### src/inc/tlb_ctl_pkg.sv
// Shared constants and carrier types for the translation control block
package tlb_ctl_pkg;

    // ------------------------------------------------------------
    // Geometry
    // ------------------------------------------------------------
    localparam int TLB_ENTRIES = 16;
    localparam int INDEX_WIDTH = $clog2(TLB_ENTRIES);
    localparam logic [INDEX_WIDTH-1:0] TOP_ENTRY =
        INDEX_WIDTH'(TLB_ENTRIES - 1);
    localparam logic [INDEX_WIDTH-1:0] BOUNDARY_RESET = 4'h0;

    // ------------------------------------------------------------
    // Register selects on the coprocessor move port
    // ------------------------------------------------------------
    localparam logic [2:0] SEL_PAGE_SIZE = 3'h0;
    localparam logic [2:0] SEL_GRANULARITY = 3'h1;
    localparam logic [2:0] SEL_BOUNDARY = 3'h2;

    // ------------------------------------------------------------
    // Field positions
    // ------------------------------------------------------------
    localparam int LPA_BIT = 29;
    localparam int SPE_BIT = 28;
    localparam int MASK_HI = 28;
    localparam int MASK_LO = 13;
    localparam int SMALL_PAGE_SIZE_BITS_HI = 12;
    localparam int SMALL_PAGE_SIZE_BITS_LO = 11;
    localparam int MASK_WIDTH = MASK_HI - MASK_LO + 1;
    localparam logic [1:0] SMALL_PAGE_SIZE_BITS_ONES = 2'h3;
    localparam logic [1:0] SMALL_PAGE_SIZE_BITS_RESET = 2'h0;

    // Page-size encodings kept by this build, one bit per mask pair
    // (bit 0 = 16KB pair 14..13, up to bit 7 = 256MB pair 28..27).
    // The 4KB size needs no mask bits and is always present.
    localparam logic [7:0] SIZES_PRESENT = 8'h0f;
    localparam logic [MASK_WIDTH-1:0] MASK_RESET = 16'h0000;

    // ------------------------------------------------------------
    // Carriers
    // ------------------------------------------------------------
    typedef struct packed {
        logic wr;
        logic [2:0] sel;
        logic [31:0] data;
    } cop_write_type;

    typedef struct packed {
        logic small_page_enable;
        logic [MASK_WIDTH-1:0] page_size_compare_reg;
        logic [1:0] small_page_size_bits;
        logic [INDEX_WIDTH-1:0] fixed_entry_boundary;
    } ctl_state_type;

endpackage : tlb_ctl_pkg

### src/core/victim_pointer.sv
// Random replacement pointer kept at or above the fixed-entry boundary
`timescale 1ns/1ps
module victim_pointer
(
    // Clock and reset
    input wire logic i_clk,
    input wire logic i_rst_n,
    // Control
    input wire logic i_reload,
    input wire logic i_step,
    input wire logic [tlb_ctl_pkg::INDEX_WIDTH-1:0] i_boundary,
    // Pointer
    output logic [tlb_ctl_pkg::INDEX_WIDTH-1:0] o_pointer
);

    typedef struct packed {
        logic [tlb_ctl_pkg::INDEX_WIDTH-1:0] pointer;
    } ptr_state_type;

    ptr_state_type state;
    ptr_state_type next_state;

    // ------------------------------------------------------------
    // Next pointer
    // ------------------------------------------------------------
    always_comb
    begin
        next_state = state;
        if (i_reload)
        begin
            next_state.pointer = tlb_ctl_pkg::TOP_ENTRY;
        end
        else if (i_step)
        begin
            // Walk down, wrap to the top at the boundary
            if (state.pointer <= i_boundary)
            begin
                next_state.pointer = tlb_ctl_pkg::TOP_ENTRY;
            end
            else
            begin
                next_state.pointer = state.pointer - 1'b1;
            end
        end
    end

    // ------------------------------------------------------------
    // State register
    // ------------------------------------------------------------
    always_ff @(posedge i_clk or negedge i_rst_n)
    begin
        if (!i_rst_n)
        begin
            state.pointer <= tlb_ctl_pkg::TOP_ENTRY;
        end
        else
        begin
            state <= next_state;
        end
    end

    // Never below the boundary once stepped
    assign o_pointer = (state.pointer < i_boundary) ?
        tlb_ctl_pkg::TOP_ENTRY : state.pointer;

endmodule : victim_pointer

### src/core/reset_sync.sv
// Two-stage release of the asynchronous reset
`timescale 1ns/1ps
module reset_sync
(
    // Clock and raw reset
    input wire logic i_clk,
    input wire logic i_rst_n,
    // Released reset
    output logic o_rst_n
);

    typedef struct packed {
        logic first;
        logic second;
    } sync_state_type;

    sync_state_type state;
    sync_state_type next_state;

    // ------------------------------------------------------------
    // Shift chain
    // ------------------------------------------------------------
    always_comb
    begin
        next_state.first = 1'b1;
        next_state.second = state.first;
    end

    always_ff @(posedge i_clk or negedge i_rst_n)
    begin
        if (!i_rst_n)
        begin
            state <= '0;
        end
        else
        begin
            state <= next_state;
        end
    end

    assign o_rst_n = state.second;

endmodule : reset_sync

### src/core/tlb_page_ctl.sv
// Page-size mask, page granularity control and fixed-entry boundary
//
// Contract
// - Small pages off: mask bits 12..11 act as ones
// - 4KB page size always supported
// - Unimplemented size bits read back zero
// - Large address enable bit ignores writes, reads zero
// - Bit 28 is small page enable, resets zero
// - Small pages: frame number holds bits down to 10
// - Small pages: small mask bits writable, appended
// - Small pages: pair extension writable, honoured
// - No capability: enable ignores writes, reads zero
// - Reserved granularity bits read zero, reset zero
// - Random write never overwrites fixed entries unless a boundary write shares its cycle
// - Reset clears fixed-entry boundary
// - Boundary write reloads random pointer to top
// - Boundary field as wide as index
// - Boundary upper bits read zero
// - Small pages off: small bits read zero
`timescale 1ns/1ps
module tlb_page_ctl
(
    // Clock and reset
    input wire logic I_CLK,
    input wire logic I_RESET_N,
    // Capability strap from the third configuration register
    input wire logic I_SMALL_PAGE_CAPABLE,
    // Coprocessor register move port
    input wire tlb_ctl_pkg::cop_write_type I_COP_WRITE,
    input wire logic [2:0] I_COP_READ_SEL,
    output logic [31:0] O_COP_READ_DATA,
    // TLB write operations
    input wire logic I_TLB_WRITE_RANDOM_OP,
    input wire logic I_TLB_WRITE_INDEXED_OP,
    input wire logic [tlb_ctl_pkg::INDEX_WIDTH-1:0] I_INDEX,
    output logic O_TLB_WRITE_EN,
    output logic [tlb_ctl_pkg::INDEX_WIDTH-1:0] O_TLB_WRITE_INDEX,
    // Controls to the translation datapath
    output logic O_SMALL_PAGES_ON,
    output logic [17:0] O_ENTRY_COMPARE_MASK,
    output logic [1:0] O_FRAME_SHIFT,
    output logic O_PAIR_EXTENSION_WRITABLE
);

    // ------------------------------------------------------------
    // Internal reset and state
    // ------------------------------------------------------------
    logic rst_n;
    logic small_pages_on;
    logic boundary_write;
    logic [tlb_ctl_pkg::INDEX_WIDTH-1:0] victim;
    logic [tlb_ctl_pkg::MASK_WIDTH-1:0] size_keep;
    logic [31:0] read_mux;
    tlb_ctl_pkg::ctl_state_type state;
    tlb_ctl_pkg::ctl_state_type next_state;

    // Frame-number shift for the small-page layout
    localparam logic [1:0] FRAME_SHIFT_SMALL = 2'h2;
    localparam logic [1:0] FRAME_SHIFT_NONE = 2'h0;

    typedef struct packed {
        logic wr_en;
        logic [tlb_ctl_pkg::INDEX_WIDTH-1:0] wr_index;
        logic [31:0] read_data;
    } out_state_type;

    out_state_type out_q;
    out_state_type next_out;

    reset_sync u_reset_sync
    (
        .i_clk(I_CLK),
        .i_rst_n(I_RESET_N),
        .o_rst_n(rst_n)
    );

    // ------------------------------------------------------------
    // Supported size mask
    // ------------------------------------------------------------
    always_comb
    begin
        size_keep = '0;
        for (int p = 0; p < tlb_ctl_pkg::MASK_WIDTH / 2; p++)
        begin
            // Absent encodings drop their bit pair
            size_keep[2*p] = tlb_ctl_pkg::SIZES_PRESENT[p];
            size_keep[2*p+1] = tlb_ctl_pkg::SIZES_PRESENT[p];
        end
    end

    // Small pages need both the capability and the enable
    assign small_pages_on = I_SMALL_PAGE_CAPABLE &&
        state.small_page_enable;

    assign boundary_write = I_COP_WRITE.wr &&
        (I_COP_WRITE.sel == tlb_ctl_pkg::SEL_BOUNDARY);

    // ------------------------------------------------------------
    // Register writes
    // ------------------------------------------------------------
    always_comb
    begin
        next_state = state;
        if (I_COP_WRITE.wr)
        begin
            case (I_COP_WRITE.sel)
                tlb_ctl_pkg::SEL_PAGE_SIZE:
                begin
                    // Keep only implemented size pairs
                    next_state.page_size_compare_reg =
                        I_COP_WRITE.data[tlb_ctl_pkg::MASK_HI:
                        tlb_ctl_pkg::MASK_LO] & size_keep;
                    if (small_pages_on)
                    begin
                        next_state.small_page_size_bits =
                            I_COP_WRITE.data[tlb_ctl_pkg::SMALL_PAGE_SIZE_BITS_HI:
                            tlb_ctl_pkg::SMALL_PAGE_SIZE_BITS_LO];
                    end
                end
                tlb_ctl_pkg::SEL_GRANULARITY:
                begin
                    // Large address bit and reserved bits dropped
                    next_state.small_page_enable = I_SMALL_PAGE_CAPABLE &&
                        I_COP_WRITE.data[tlb_ctl_pkg::SPE_BIT];
                end
                tlb_ctl_pkg::SEL_BOUNDARY:
                begin
                    next_state.fixed_entry_boundary =
                        I_COP_WRITE.data[tlb_ctl_pkg::INDEX_WIDTH-1:0];
                end
                default:
                begin
                    next_state = state;
                end
            endcase
        end
        // Disabled small pages: stored bits forced clear
        if (!(I_SMALL_PAGE_CAPABLE && next_state.small_page_enable))
        begin
            next_state.small_page_size_bits =
                tlb_ctl_pkg::SMALL_PAGE_SIZE_BITS_RESET;
        end
    end

    // ------------------------------------------------------------
    // Read mux
    // ------------------------------------------------------------
    always_comb
    begin
        read_mux = '0;
        case (I_COP_READ_SEL)
            tlb_ctl_pkg::SEL_PAGE_SIZE:
            begin
                read_mux[tlb_ctl_pkg::MASK_HI:tlb_ctl_pkg::MASK_LO] =
                    state.page_size_compare_reg;
                read_mux[tlb_ctl_pkg::SMALL_PAGE_SIZE_BITS_HI:tlb_ctl_pkg::SMALL_PAGE_SIZE_BITS_LO] =
                    small_pages_on ? state.small_page_size_bits :
                    tlb_ctl_pkg::SMALL_PAGE_SIZE_BITS_RESET;
            end
            tlb_ctl_pkg::SEL_GRANULARITY:
            begin
                // Extension and reserved fields stay zero
                read_mux[tlb_ctl_pkg::LPA_BIT] = 1'b0;
                read_mux[tlb_ctl_pkg::SPE_BIT] = small_pages_on;
            end
            tlb_ctl_pkg::SEL_BOUNDARY:
            begin
                // Upper bits stay zero
                read_mux[tlb_ctl_pkg::INDEX_WIDTH-1:0] =
                    state.fixed_entry_boundary;
            end
            default:
            begin
                read_mux = '0;
            end
        endcase
    end

    // ------------------------------------------------------------
    // Random pointer
    // ------------------------------------------------------------
    victim_pointer u_victim_pointer
    (
        .i_clk(I_CLK),
        .i_rst_n(rst_n),
        .i_reload(boundary_write),
        .i_step(1'b1),
        .i_boundary(state.fixed_entry_boundary),
        .o_pointer(victim)
    );

    // ------------------------------------------------------------
    // TLB write target and registered read data
    // ------------------------------------------------------------
    always_comb
    begin
        next_out.read_data = read_mux;
        next_out.wr_en = I_TLB_WRITE_RANDOM_OP || I_TLB_WRITE_INDEXED_OP;
        if (I_TLB_WRITE_INDEXED_OP)
        begin
            // Indexed writes may touch fixed entries
            next_out.wr_index = I_INDEX;
        end
        else if (I_TLB_WRITE_RANDOM_OP)
        begin
            next_out.wr_index = victim;
        end
        else
        begin
            next_out.wr_index = out_q.wr_index;
        end
    end

    // ------------------------------------------------------------
    // State registers
    // ------------------------------------------------------------
    always_ff @(posedge I_CLK or negedge rst_n)
    begin
        if (!rst_n)
        begin
            state.small_page_enable <= 1'b0;
            state.page_size_compare_reg <= tlb_ctl_pkg::MASK_RESET;
            state.small_page_size_bits <= tlb_ctl_pkg::SMALL_PAGE_SIZE_BITS_RESET;
            state.fixed_entry_boundary <=
                tlb_ctl_pkg::BOUNDARY_RESET;
            out_q <= '0;
        end
        else
        begin
            state <= next_state;
            out_q <= next_out;
        end
    end

    // ------------------------------------------------------------
    // Outputs
    // ------------------------------------------------------------
    assign O_COP_READ_DATA = out_q.read_data;
    assign O_TLB_WRITE_EN = out_q.wr_en;
    assign O_TLB_WRITE_INDEX = out_q.wr_index;
    assign O_SMALL_PAGES_ON = small_pages_on;
    // Small pages off: 4KB and larger compare through the main mask alone
    assign O_ENTRY_COMPARE_MASK = {state.page_size_compare_reg,
        small_pages_on ? state.small_page_size_bits :
        tlb_ctl_pkg::SMALL_PAGE_SIZE_BITS_ONES};
    assign O_FRAME_SHIFT = small_pages_on ? FRAME_SHIFT_SMALL :
        FRAME_SHIFT_NONE;
    assign O_PAIR_EXTENSION_WRITABLE = small_pages_on;

endmodule : tlb_page_ctl

### config.mk
export PLATFORM = sky130hd
export DESIGN_NAME = tlb_page_ctl
export DESIGN_NICKNAME = d
export VERILOG_FILES = /design/src/inc/tlb_ctl_pkg.sv /design/src/core/victim_pointer.sv /design/src/core/reset_sync.sv /design/src/core/tlb_page_ctl.sv
export SDC_FILE = /design/constraint.sdc
export NUM_CORES = 1
export LEC_CHECK = 0
export BUFFER_PORTS_ARGS = -buffer_cell sky130_fd_sc_hd__buf_2
export CORE_MARGIN = 3
export CORE_UTILIZATION = 47
export CTS_CLUSTER_SIZE = 16
export DETAILED_ROUTE_END_ITERATION = 16
export GPL_ROUTABILITY_DRIVEN = 0
export PLACE_DENSITY = 0.9
export SLEW_MARGIN = 40
export SYNTH_ARGS = -nofsm -noshare
export SYNTH_HDL_FRONTEND = slang
export SYNTH_SLANG_ARGS = --single-unit
### constraint.sdc
create_clock -name I_CLK -period 2.5 [get_ports I_CLK]
set_input_delay 0.375 -clock I_CLK [delete_from_list [all_inputs] [get_ports I_CLK]]
set_output_delay 0.375 -clock I_CLK [all_outputs]
set_load 0.03 [all_outputs]
* After elaboration in Yosys (flattened, before gate mapping) *
Cells that the tools add are included.

word-level totals
  flip-flop bits (word level) = 48
  bits in latches = 0
  memories kept = 0
  ROM bits = 0
  RAM bits = 0
  word-level logic and storage cells = 48
  input port bits = 48
  output and inout port bits = 59

operators by class
  multiplexer cells = 17
  reductions and logical operators = 11
  divide/modulo/power cells = 0
  add/subtract/negate cells = 1
  order comparisons = 2
  multiply operators = 0
  bitwise gates (word level) = 0
  shift-type cells = 0
  eq/ne operators = 7

operator list
  cell                   count
  $mux W4                7
  $mux W23               1
  $mux W10               2
  $mux W2                5
  $eq A3 B1 Y1 const B   2
  $eq A3 B2 Y1 const B   2
  $logic_not A3 Y1       2
  $le A4 B4 Y1           1
  $logic_and A1 B1 Y1    4
  $lt A4 B4 Y1           1
  $ne A2 B2 Y1 const B   2
  $reduce_and A2 Y1      2
  $sub A4 B1 Y4 const B  1
  $reduce_and A3 Y1      1
  $mux W1                2
  $ne A2 B1 Y1 const B   1
  $reduce_bool A2 Y1     1
  $logic_or A1 B1 Y1     1

* Depth between registers and ports, before layout *
Gate-level depths: netlist of the first run.

  depth after elaboration = 7
  depth in mapped cells = 6
  gate-level depth less buffers = 6

* Cells and area by module *
Synthesis of the first run repeated with hierarchy kept, for this count alone.

unflattened totals
  cells, all modules = 195
  area, all modules = 2039.5 um2

modules (own cells, without submodules)
  module          seq. area each (um2)  times used  cells an instance  area each (um2)
  tlb_page_ctl    875.8                 1           154                1642.8
  victim_pointer  105.1                 1           38                 342.8
  reset_sync      50.0                  1           3                  53.8

* Worst setup path after synthesis of the first run *
No wires, ideal clock.

  path type = register to output
  from = register state[22] (netlist name)
  to = output O_ENTRY_COMPARE_MASK[0]
  cell stages (with the launch flop) = 3
  required time = 2125 ps
  buffers on the path = 0
  arrival time = 1259 ps
  path slack = 866 ps
  cell sequence = dfrtp_1 -> and2_0 -> nand2b_1

between the ends
  word-level cells in the longest chain between the ends = 2

RTL lines
  element                        RTL line             text
  start: declaration             tlb_page_ctl.sv:54   tlb_ctl_pkg::ctl_state_type state;
  start signal: assignment       tlb_page_ctl.sv:230  state <= next_state;
  $logic_and A1 B1 Y1            tlb_page_ctl.sv:92   assign small_pages_on = I_SMALL_PAGE_CAPABLE &&
  net O_PAIR_EXTENSION_WRITABLE  tlb_page_ctl.sv:42   output logic O_PAIR_EXTENSION_WRITABLE
  $mux W2                        tlb_page_ctl.sv:244  small_pages_on ? state.small_page_size_bits :
  end: declaration               tlb_page_ctl.sv:40   output logic [17:0] O_ENTRY_COMPARE_MASK,

The timed path passes the listed nets, and every way through them passes these cells.

* Worst setup path after layout of the first run *
  from = register state[22] (netlist name)
  to = output O_ENTRY_COMPARE_MASK[1]

between the ends
  word-level cells in the longest chain between the ends = 2

RTL lines
  element              RTL line
  $logic_and A1 B1 Y1  tlb_page_ctl.sv:92
  $mux W2              tlb_page_ctl.sv:244

No other way between the ends.

==> results of run 1 <==
-- worst max path at each step --
stage,depth (start not counted),start,to,slack [ns]
4_1_cts,3,state[22],O_ENTRY_COMPARE_MASK[1],0.77
3_5_place_dp,6,u_victim_pointer.state[0],O_TLB_WRITE_INDEX[2],0.80
2_1_floorplan,2,state[22],O_ENTRY_COMPARE_MASK[0],0.87
6_report,3,state[22],O_ENTRY_COMPARE_MASK[1],0.74
3_3_place_gp,6,u_victim_pointer.state[0],O_TLB_WRITE_INDEX[0],0.81
5_1_grt,3,state[22],O_ENTRY_COMPARE_MASK[1],0.67
-- kinds of logic after synthesis --
family	synth area share (%)
compound gates	6.339
xor+xnor	0.9057
fa+ha+maj	3.234
flops	53.30
other cells	0.3882
mux	5.822
buf+inv	16.17
simple gates	13.84
-- state kept, by name, summed over array words and instances (netlist names) --
| register | flops |
|---|---|
| O_ENTRY_COMPARE_MASK | 8 |
| u_reset_sync.next_state | 1 |
| O_TLB_WRITE_EN | 1 |
| u_reset_sync.o_rst_n | 1 |
| O_COP_READ_DATA | 15 |
| O_TLB_WRITE_INDEX | 4 |
| state | 7 |
| u_victim_pointer.state | 4 |
-- power breakdown --
group / internal, W / total [W] / switching [W]
Clock: 0.000192 / 0.000415 / 0.000222
Combinational: 0.000179 / 0.000507 / 0.000328
Sequential: 0.000772 / 0.000838 / 0.0000666
Total: 0.00114 / 0.00176 / 0.000617
-- critical path, stage by stage, from the launching register on --
cell and delay [ns]:
dfrtp_1 0.46, and2_0 0.35, nand2b_1 0.09, buf_2 0.18
-- metrics by stage --
stage | cell area (um^2) | setup slack, ns | utilization [%]
4_1_cts | 2236 | 0.7709 | 58.86
2_1_floorplan | 2028 | 0.8663 | -
5_1_grt | 2241 | 0.6730 | 58.99
6_report | 2241 | 0.7447 | 58.99
3_5_place_dp | 2140 | 0.7984 | 56.32
3_3_place_gp | 2140 | 0.8101 | 56.32
-- placed cells by master (no fill, tap or decap), drive strengths merged, types with 2 or more instances in the layout --
master | synthesis | routed
buf | 37 | 66
mux2 | 10 | 10
inv | 7 | 7
nand3 | 3 | 3
o221a | 4 | 4
nand2b | 6 | 6
ha | 5 | 5
clkinv | 0 | 2
dfstp | 4 | 4
o21ai | 4 | 4
conb | 2 | 27
and3 | 3 | 3
and2 | 13 | 13
dfrtp | 37 | 37
xnor2 | 2 | 2
clkbuf | 2 | 5
nor3 | 2 | 2
nand2 | 11 | 11
a21oi | 4 | 4
-- routing by layer --
| layer | track usage (%) | vias up | part of all wire (%) |
|---|---|---|---|
| li1 | - | 605 | - |
| met1 | 14.01 | 587 | 37 |
| met2 | 26.02 | 50 | 54 |
| met3 | 3.885 | 5 | 7.0 |
| met4 | 5.745 | 0 | 1.6 |
| met5 | 0 | - | 0 |
-- cell type report --
class | count | share of cell area, %
clock buffer | 5 | 3.071
timing repair buffer | 67 | 15.52
multi-input combinational | 104 | 30.76
tap | 48 | 2.680
clock inverter | 3 | 0.7817
inverter | 7 | 1.173
sequential | 41 | 46.01
==> run summary, run 1 <==
CP max FO = 8
# setup viols final = 0
DR vias = 1247
Critical Path Start Type = register
worst hold margin = 0.2898 ns
# DRC = 0
post-synth top area share = 47.87%
vias in the first global route = 1171
DR iter-0 viols = 119
clock latency on the worst-skew pair = 0.29 ns
Die H = 70.16 um
Post-DP HPWL = 2731 um
RSZ-0062 raised after global routing = false
status = complete, no violations
kind of critical path = register to output port
Pwr Density = 785.5 mW/mm^2
Critical Path AT = 1.38 ns
Yosys reg bits = 41
Total Power = 0.001760 W
Fill cells = 351
largest net degree at the start of global routing = 40
clock skew = 0.005938 ns
setup repair bufs after CTS = 0
maximum VDD drop = 0.2670 mV
commonest cells in the synthesized netlist = 37 x buf_4, 37 x dfrtp_1, 12 x and2_1
clock root cell = clkbuf_8
Worst Reg-to-Reg Cells = 6
number of top-level pins = 107
r2r setup slk = 0.80 ns
router iterations before antenna repair = 4
crit path time final = 1.755 ns
Die ar. = 0.004922 mm^2
Async S/R FF share, synth = 100.0%
H-Tree Depth = 2
placed cells = 266
f_max = 0.5697 GHz
worst min path class = register to async pin
setup tns final = 0 ns
reg2reg start = u_victim_pointer.state[0]
largest area contributor in the netlist = dfrtp_1
largest cells by area after synthesis = dfrtp_1 48%, buf_4 14%, mux2_2 5.8%
Max Cap Viol = 0
leakage = 1.185 nW
WL per Instance = 12.66 um
area of the multi-input gates = 689.4 um^2
first-pass GRT wire length = 5250 um
Rows = 22
Die W = 70.16 um
Top FF cell, synth = dfrtp_1
TritonCTS clock tree = built
YS warnings = 0
Initial Utilization = 50.92%
Post-CTS Hold Buffers = 1
Clock Sinks = 41
Longest Clk Path Bufs = 2
fin. max-slew vios = 0
final hold vios = 0
Reg area = 0.001031 mm^2
Antenna Nets Post-Route = 0
CP Capture Type = output port
post-synthesis sequential area ratio = 53.30%
Crit Reg-Reg Endpoint = O_TLB_WRITE_INDEX[0]
TritonCTS Buffers = 5
grt total ovfl = 0
vias per inst = 4.535
cell count after synthesis = 166
post-synthesis cell area = 0.001934 mm^2
gr usage total = 13.79%
P&R area growth vs syn = 15.85%
Worst EP required = 2.12 ns
n_diodes = 0
Tcrit/Tclk final = 70.21%
syn avg cell area = 11.65 um^2
synth unique cells = 31
Nets = 279
PortBufs = 63
core box area = 0.003799 mm^2
Post-synth EDFFs = 0
post-CTS sizing = 0
Final Non-Filler Cells = 275
share of post-route cells with drive strength above 1 = 42.73%
clock-pin slew on the worst setup and hold paths = 0.08 ns
antenna violations before repair = 0
Post-Route WL = 3482 um
(Power assumes the default switching activity.)
==> run 2, diff against run 1 <==
- ABC_AREA: not set -> 1
- CORE_UTILIZATION: 47 -> 45
- PLACE_DENSITY: 0.9 -> 0.85
- clock period: 2.5 -> 1.7 ns (I/O delays scaled with it)
==> run summary, run 2 <==
area share of fa/ha/maj cells after synthesis = 2.980%
Compound-Gate Fraction of Synth Area = 7.271%
Max stage delay on crit path = 0.54 ns
clock latency on the worst-skew pair = 0.28 ns
r2r setup slk = 0.22 ns
vias per inst = 4.331
pre-CTS WS = 0.2244 ns
largest net degree at the start of global routing = 40
synth unique cells = 26
grt total ovfl = 0
P&R area growth vs syn = 13.11%
mux share of post-synthesis cell area = 0%
Top FF cell, synth = dfrtp_1
Reg area = 0.001031 mm^2
design area = 0.002375 mm^2
DR iter-0 viols = 82
Max Cap Viol = 0
gr usage total = 13.62%
Post-Route WL = 3546 um
slowest library cell on the worst path = dfstp_2
maximum VDD drop = 0.3571 mV
commonest cells in the synthesized netlist = 37 x dfrtp_1, 37 x nand2_1, 36 x buf_4
Hold Crit Depth = 2
Antenna Nets Post-Route = 0
critical path's most frequent cell = nand2_1
final worst slack = 0.2239 ns
WL per Instance = 10.40 um
Nets = 342
max reg flops = 15
Critical Path Start Type = register
YS warnings = 0
Critical Path AT = 1.67 ns
post-CTS sizing = 0
commonest cells after routing, fill and taps aside = 63 x buf_2, 37 x dfrtp_1, 37 x nand2_1
post-synthesis sequential area ratio = 49.11%
TritonCTS clock tree = built
Tcrit/Tclk final = 86.83%
main combinational cell family by area after synthesis = buffers and inverters
core box area = 0.004444 mm^2
simple-gate share of the synthesized area = 19.37%
placed inst area = 0.002275 mm^2
Fill cells = 424
TritonCTS Buffers = 5
Rows = 24
RSZ-0062 raised after global routing = false
syn avg cell area = 9.089 um^2
leakage = 1.360 nW
Pwr Density = 1094 mW/mm^2
area of the multi-input gates = 732.0 um^2
setup tns final = 0 ns
final hold vios = 0
cell count after synthesis = 231
Worst EP required = 1.90 ns
n_diodes = 0
XOR/XNOR Fraction of Synth Area = 0.4172%
kind of critical path = register to register
commonest non-fill, non-tap cell in the layout = buf_2
post-synthesis cell area = 0.002100 mm^2
status = complete, no violations
worst hold start = I_COP_READ_SEL[2]
Cell Chain, Critical Path = inv_1 -> ha_1 -> o21bai_1 -> nand2_1 -> a21oi_1 -> nand2_1
Die H = 74.31 um
largest cells by area after synthesis = dfrtp_1 44%, buf_4 13%, nand2_1 6.6%
fin. max-slew vios = 0
clock skew = 0.005087 ns
post-synth top area share = 44.10%
DR vias = 1477
PortBufs = 63
Async S/R FF share, synth = 100.0%
Post-CTS Hold Buffers = 1
clock root cell = clkbuf_8
Post-synth EDFFs = 0
Clock Sinks = 41
Initial Utilization = 47.24%
Worst Reg-to-Reg Cells = 6
CP Capture Type = register
H-Tree Depth = 2
largest area contributor in the netlist = dfrtp_1
number of top-level pins = 107
Die W = 74.31 um
CP max FO = 4
setup repair bufs after CTS = 0
reg2reg start = u_victim_pointer.state[0]
router iterations before antenna repair = 4
worst min path class = input port to register
first-pass GRT wire length = 5768 um
Crit Reg-Reg Endpoint = u_victim_pointer.state[0]
vias in the first global route = 1360
Longest Clk Path Bufs = 2
share of post-route cells with drive strength above 1 = 35.99%
crit path time final = 1.476 ns
Post-DP HPWL = 2724 um
f_max = 0.6775 GHz
# DRC = 0
# setup viols final = 0
clock-pin slew on the worst setup and hold paths = 0.08 ns
Die ar. = 0.005521 mm^2
antenna violations before repair = 0
worst hold endpoint = O_COP_READ_DATA[28]
Yosys reg bits = 41
==> run 2: changes by cell type after synthesis, sizes merged, moves of 3 or more <==
cell,before,now
a21oi,4,20
and2,13,1
and3,3,0
inv,7,33
mux2,10,0
nand2,11,42
nand2b,6,0
nor2,1,37
o21ai,4,0
o221a,4,0
==> run 2: critical path: cells and delay by family (launching register included) <==
| kind | cells | cell delay [ns] |
|---|---|---|
| and+or+nand+nor | 2 | 0.18 |
| DFF | 1 | 0.54 |
| buffers and inverters | 1 | 0.07 |
| AOI/OAI and AO/OA | 2 | 0.42 |
| adders and majority gates | 1 | 0.18 |
==> run 2: worst max path at each step <==
| stage | to | slack (ns) | start | depth (start not counted) |
|---|---|---|---|---|
| 2_1_floorplan | u_victim_pointer.state[0] | 0.40 | u_victim_pointer.state[0] | 6 |
| 3_3_place_gp | u_victim_pointer.state[0] | 0.28 | u_victim_pointer.state[0] | 6 |
| 3_5_place_dp | u_victim_pointer.state[0] | 0.22 | u_victim_pointer.state[0] | 6 |
| 4_1_cts | u_victim_pointer.state[0] | 0.20 | u_victim_pointer.state[0] | 6 |
| 5_1_grt | u_victim_pointer.state[3] | 0.08 | u_victim_pointer.state[0] | 6 |
| 6_report | u_victim_pointer.state[0] | 0.22 | u_victim_pointer.state[0] | 6 |
==> run 2: logic make-up (layout without fill, tap and decap cells) <==
kind of cell | after synthesis | in the layout
and+or+nand+nor | 89 | 89
buffers and inverters | 72 | 105
DFF | 41 | 41
AOI/OAI and AO/OA | 21 | 21
adders and majority gates | 5 | 5
other | 2 | 27
xor gates and xnor gates | 1 | 1
==> run 2: per-layer routing <==
metal / up-vias / GRT usage, % / share of wire, %
met4: 0 / 6.522 / 1.9
li1: 752 / - / -
met1: 670 / 15.48 / 42
met3: 6 / 2.973 / 5.6
met5: - / 0 / 0
met2: 49 / 24.21 / 51
==> run 2: per-stage QoR <==
step	util [%]	hold WS (ns)	cells	total power (W)
5_1_grt	53.43	0.1343	341	0.002778
4_1_cts	53.43	0.1374	341	0.002635
2_1_floorplan	-	-0.04059	256	0.001897
6_report	53.43	0.1478	341	0.002597
3_3_place_gp	51.18	0.03948	333	0.001966
3_5_place_dp	51.18	0.04176	333	0.001989
==> run 2: report_power, final <==
part / total (W) / internal [W] / leakage, nW / switching, W
clock: 0.000632 / 0.000321 / 0.0433 / 0.000312
combinational: 0.000800 / 0.000242 / 0.825 / 0.000558
sequential: 0.00117 / 0.00111 / 0.492 / 0.0000572
total: 0.00260 / 0.00167 / 1.36 / 0.000927
==> run 2: final cells by class <==
cell class | instances | share of cell area [%]
clock buffer | 6 | 3.477
clock inverter | 1 | 0.3161
inverter | 33 | 5.216
multi-input combinational | 143 | 30.82
sequential | 41 | 43.41
tap | 52 | 2.740
timing repair buffer | 65 | 14.01
==> run 3, diff against run 2 <==
- BUFFER_PORTS_ARGS: -buffer_cell sky130_fd_sc_hd__buf_2 -> -buffer_cell sky130_fd_sc_hd__buf_4
- PLACE_DENSITY: 0.85 -> 0.79
==> run summary, run 3 (synthesis gave the netlist of run 2 again) <==
CP bufs+invs = 1
Max stage delay on crit path = 0.54 ns
vias in the first global route = 1377
CP Depth = 6
# DRC = 0
Initial Utilization = 47.24%
f_max = 0.6792 GHz
Worst EP required = 1.90 ns
router iterations before antenna repair = 4
Worst Reg-to-Reg Cells = 6
clock root cell = clkbuf_8
CP Capture Type = register
TritonCTS clock tree = built
DR iter-0 viols = 39
first-pass GRT wire length = 5982 um
post-CTS sizing = 0
Longest Clk Path Bufs = 2
maximum VDD drop = 0.3910 mV
GRT busiest layer = met2
reg2reg start = u_victim_pointer.state[0]
number of top-level pins = 107
met3 Use GR = 3.243%
vias per inst = 4.395
leakage = 1.411 nW
slowest library cell on the worst path = dfstp_2
status = complete, no violations
setup tns final = 0 ns
CP Capture Point = u_victim_pointer.state[1]
Critical Path Start Type = register
Antenna Nets Post-Route = 0
critical path's most frequent cell = nand2_1
Pwr Density = 1059 mW/mm^2
setup repair bufs after CTS = 0
Clock Sinks = 41
grt total ovfl = 0
Critical Path AT = 1.67 ns
clock skew = 0.004362 ns
CP max FO = 4
Post-DP HPWL = 2942 um
PortBufs = 63
pre-CTS WS = 0.2294 ns
antenna violations before repair = 0
Worst Tran Pin Value = 0.5147 ns
Finished Core Util = 57.38%
Setup crit start = u_victim_pointer.state[0]
core box area = 0.004444 mm^2
clock latency on the worst-skew pair = 0.29 ns
Rows = 24
worst min path class = input port to register
Post-Route WL = 3778 um
DR vias = 1503
share of post-route cells with drive strength above 1 = 36.21%
P&R area growth vs syn = 21.45%
Cell Chain, Critical Path = inv_1 -> ha_1 -> o21bai_1 -> nand2_1 -> a21oi_1 -> nand2_1
commonest cells after routing, fill and taps aside = 63 x buf_4, 37 x nand2_1, 36 x dfrtp_1
H-Tree Depth = 2
final worst slack = 0.2277 ns
Max Cap Viol = 0
crit path time final = 1.472 ns
Reg area = 0.001032 mm^2
family with the most delay on the worst path = flip-flops
Die W = 74.31 um
final hold vios = 0
Die H = 74.31 um
M2 GR Usage = 24.70%
gr usage total = 14.31%
Nets = 342
n_diodes = 0
clock-pin slew on the worst setup and hold paths = 0.08 ns
area of the multi-input gates = 732.0 um^2
global-route met1 utilization = 16.64%
r2r setup slk = 0.23 ns
Rel. slew slack = 65.69%
Fill cells = 385
kind of critical path = register to register
TritonCTS Buffers = 5
Die ar. = 0.005521 mm^2
Crit Reg-Reg Endpoint = u_victim_pointer.state[1]
RSZ-0062 raised after global routing = false
largest net degree at the start of global routing = 23
# setup viols final = 0
WL per Instance = 11.05 um
Tcrit/Tclk final = 86.61%
commonest non-fill, non-tap cell in the layout = buf_4
fin. max-slew vios = 0
max reg flops = 15
[run 3: cell count changes in the layout (fill, tap and decap cells not counted)]
cell / previous run / this run
dfrtp_2: 0 / 1
buf_12: 0 / 1
clkbuf_1: 0 / 1
buf_2: 63 / 0
dfrtp_1: 37 / 36
buf_4: 1 / 63
[run 3: what timing repair did]
item / in CTS / in global routing
hold buffers: 1 / 0
setup endpoints to repair: 0 / 0
hold endpoints to repair: 2 / 0
[run 3: worst min path at each step]
stage	to	cells past startpoint	startpoint	slack, ns
2_1_floorplan	u_reset_sync.next_state[0]	0	I_RESET_N	-0.04
3_3_place_gp	u_reset_sync.next_state[0]	1	I_RESET_N	0.04
3_5_place_dp	u_reset_sync.next_state[0]	1	I_RESET_N	0.04
4_1_cts	O_COP_READ_DATA[28]	2	I_COP_READ_SEL[2]	0.12
5_1_grt	O_COP_READ_DATA[28]	2	I_COP_READ_SEL[2]	0.13
6_report	O_COP_READ_DATA[28]	2	I_COP_READ_SEL[2]	0.13
[run 3: layout make-up]
type | count | share of cell area (%)
clock inverter | 1 | 0.2944
sequential | 41 | 40.48
multi-input combinational | 143 | 28.70
inverter | 33 | 4.858
tap | 52 | 2.552
timing repair buffer | 65 | 19.73
clock buffer | 7 | 3.386
[run 3: stage by stage]
| stage | total power [W] | hold slack [ns] | std cells | cell area (um^2) |
|---|---|---|---|---|
| 2_1_floorplan | 0.001897 | -0.04059 | 256 | 2193 |
| 3_3_place_gp | 0.002044 | 0.03790 | 333 | 2446 |
| 3_5_place_dp | 0.002072 | 0.03968 | 333 | 2446 |
| 4_1_cts | 0.002729 | 0.1231 | 342 | 2550 |
| 5_1_grt | 0.002874 | 0.1254 | 342 | 2550 |
| 6_report | 0.002700 | 0.1315 | 342 | 2550 |
[run 3: power breakdown]
group / internal (W) / switching, W / total, W
Combinational: 0.000311 / 0.000557 / 0.000868
Clock: 0.000330 / 0.000322 / 0.000652
Sequential: 0.00111 / 0.0000726 / 0.00118
Total: 0.00175 / 0.000951 / 0.00270
[run 3: layer usage]
metal / routed length, um / part of all wire, %
met1: 1543 / 41
met5: 0 / 0
met2: 1878 / 50
met4: 106 / 2.8
met3: 250 / 6.6
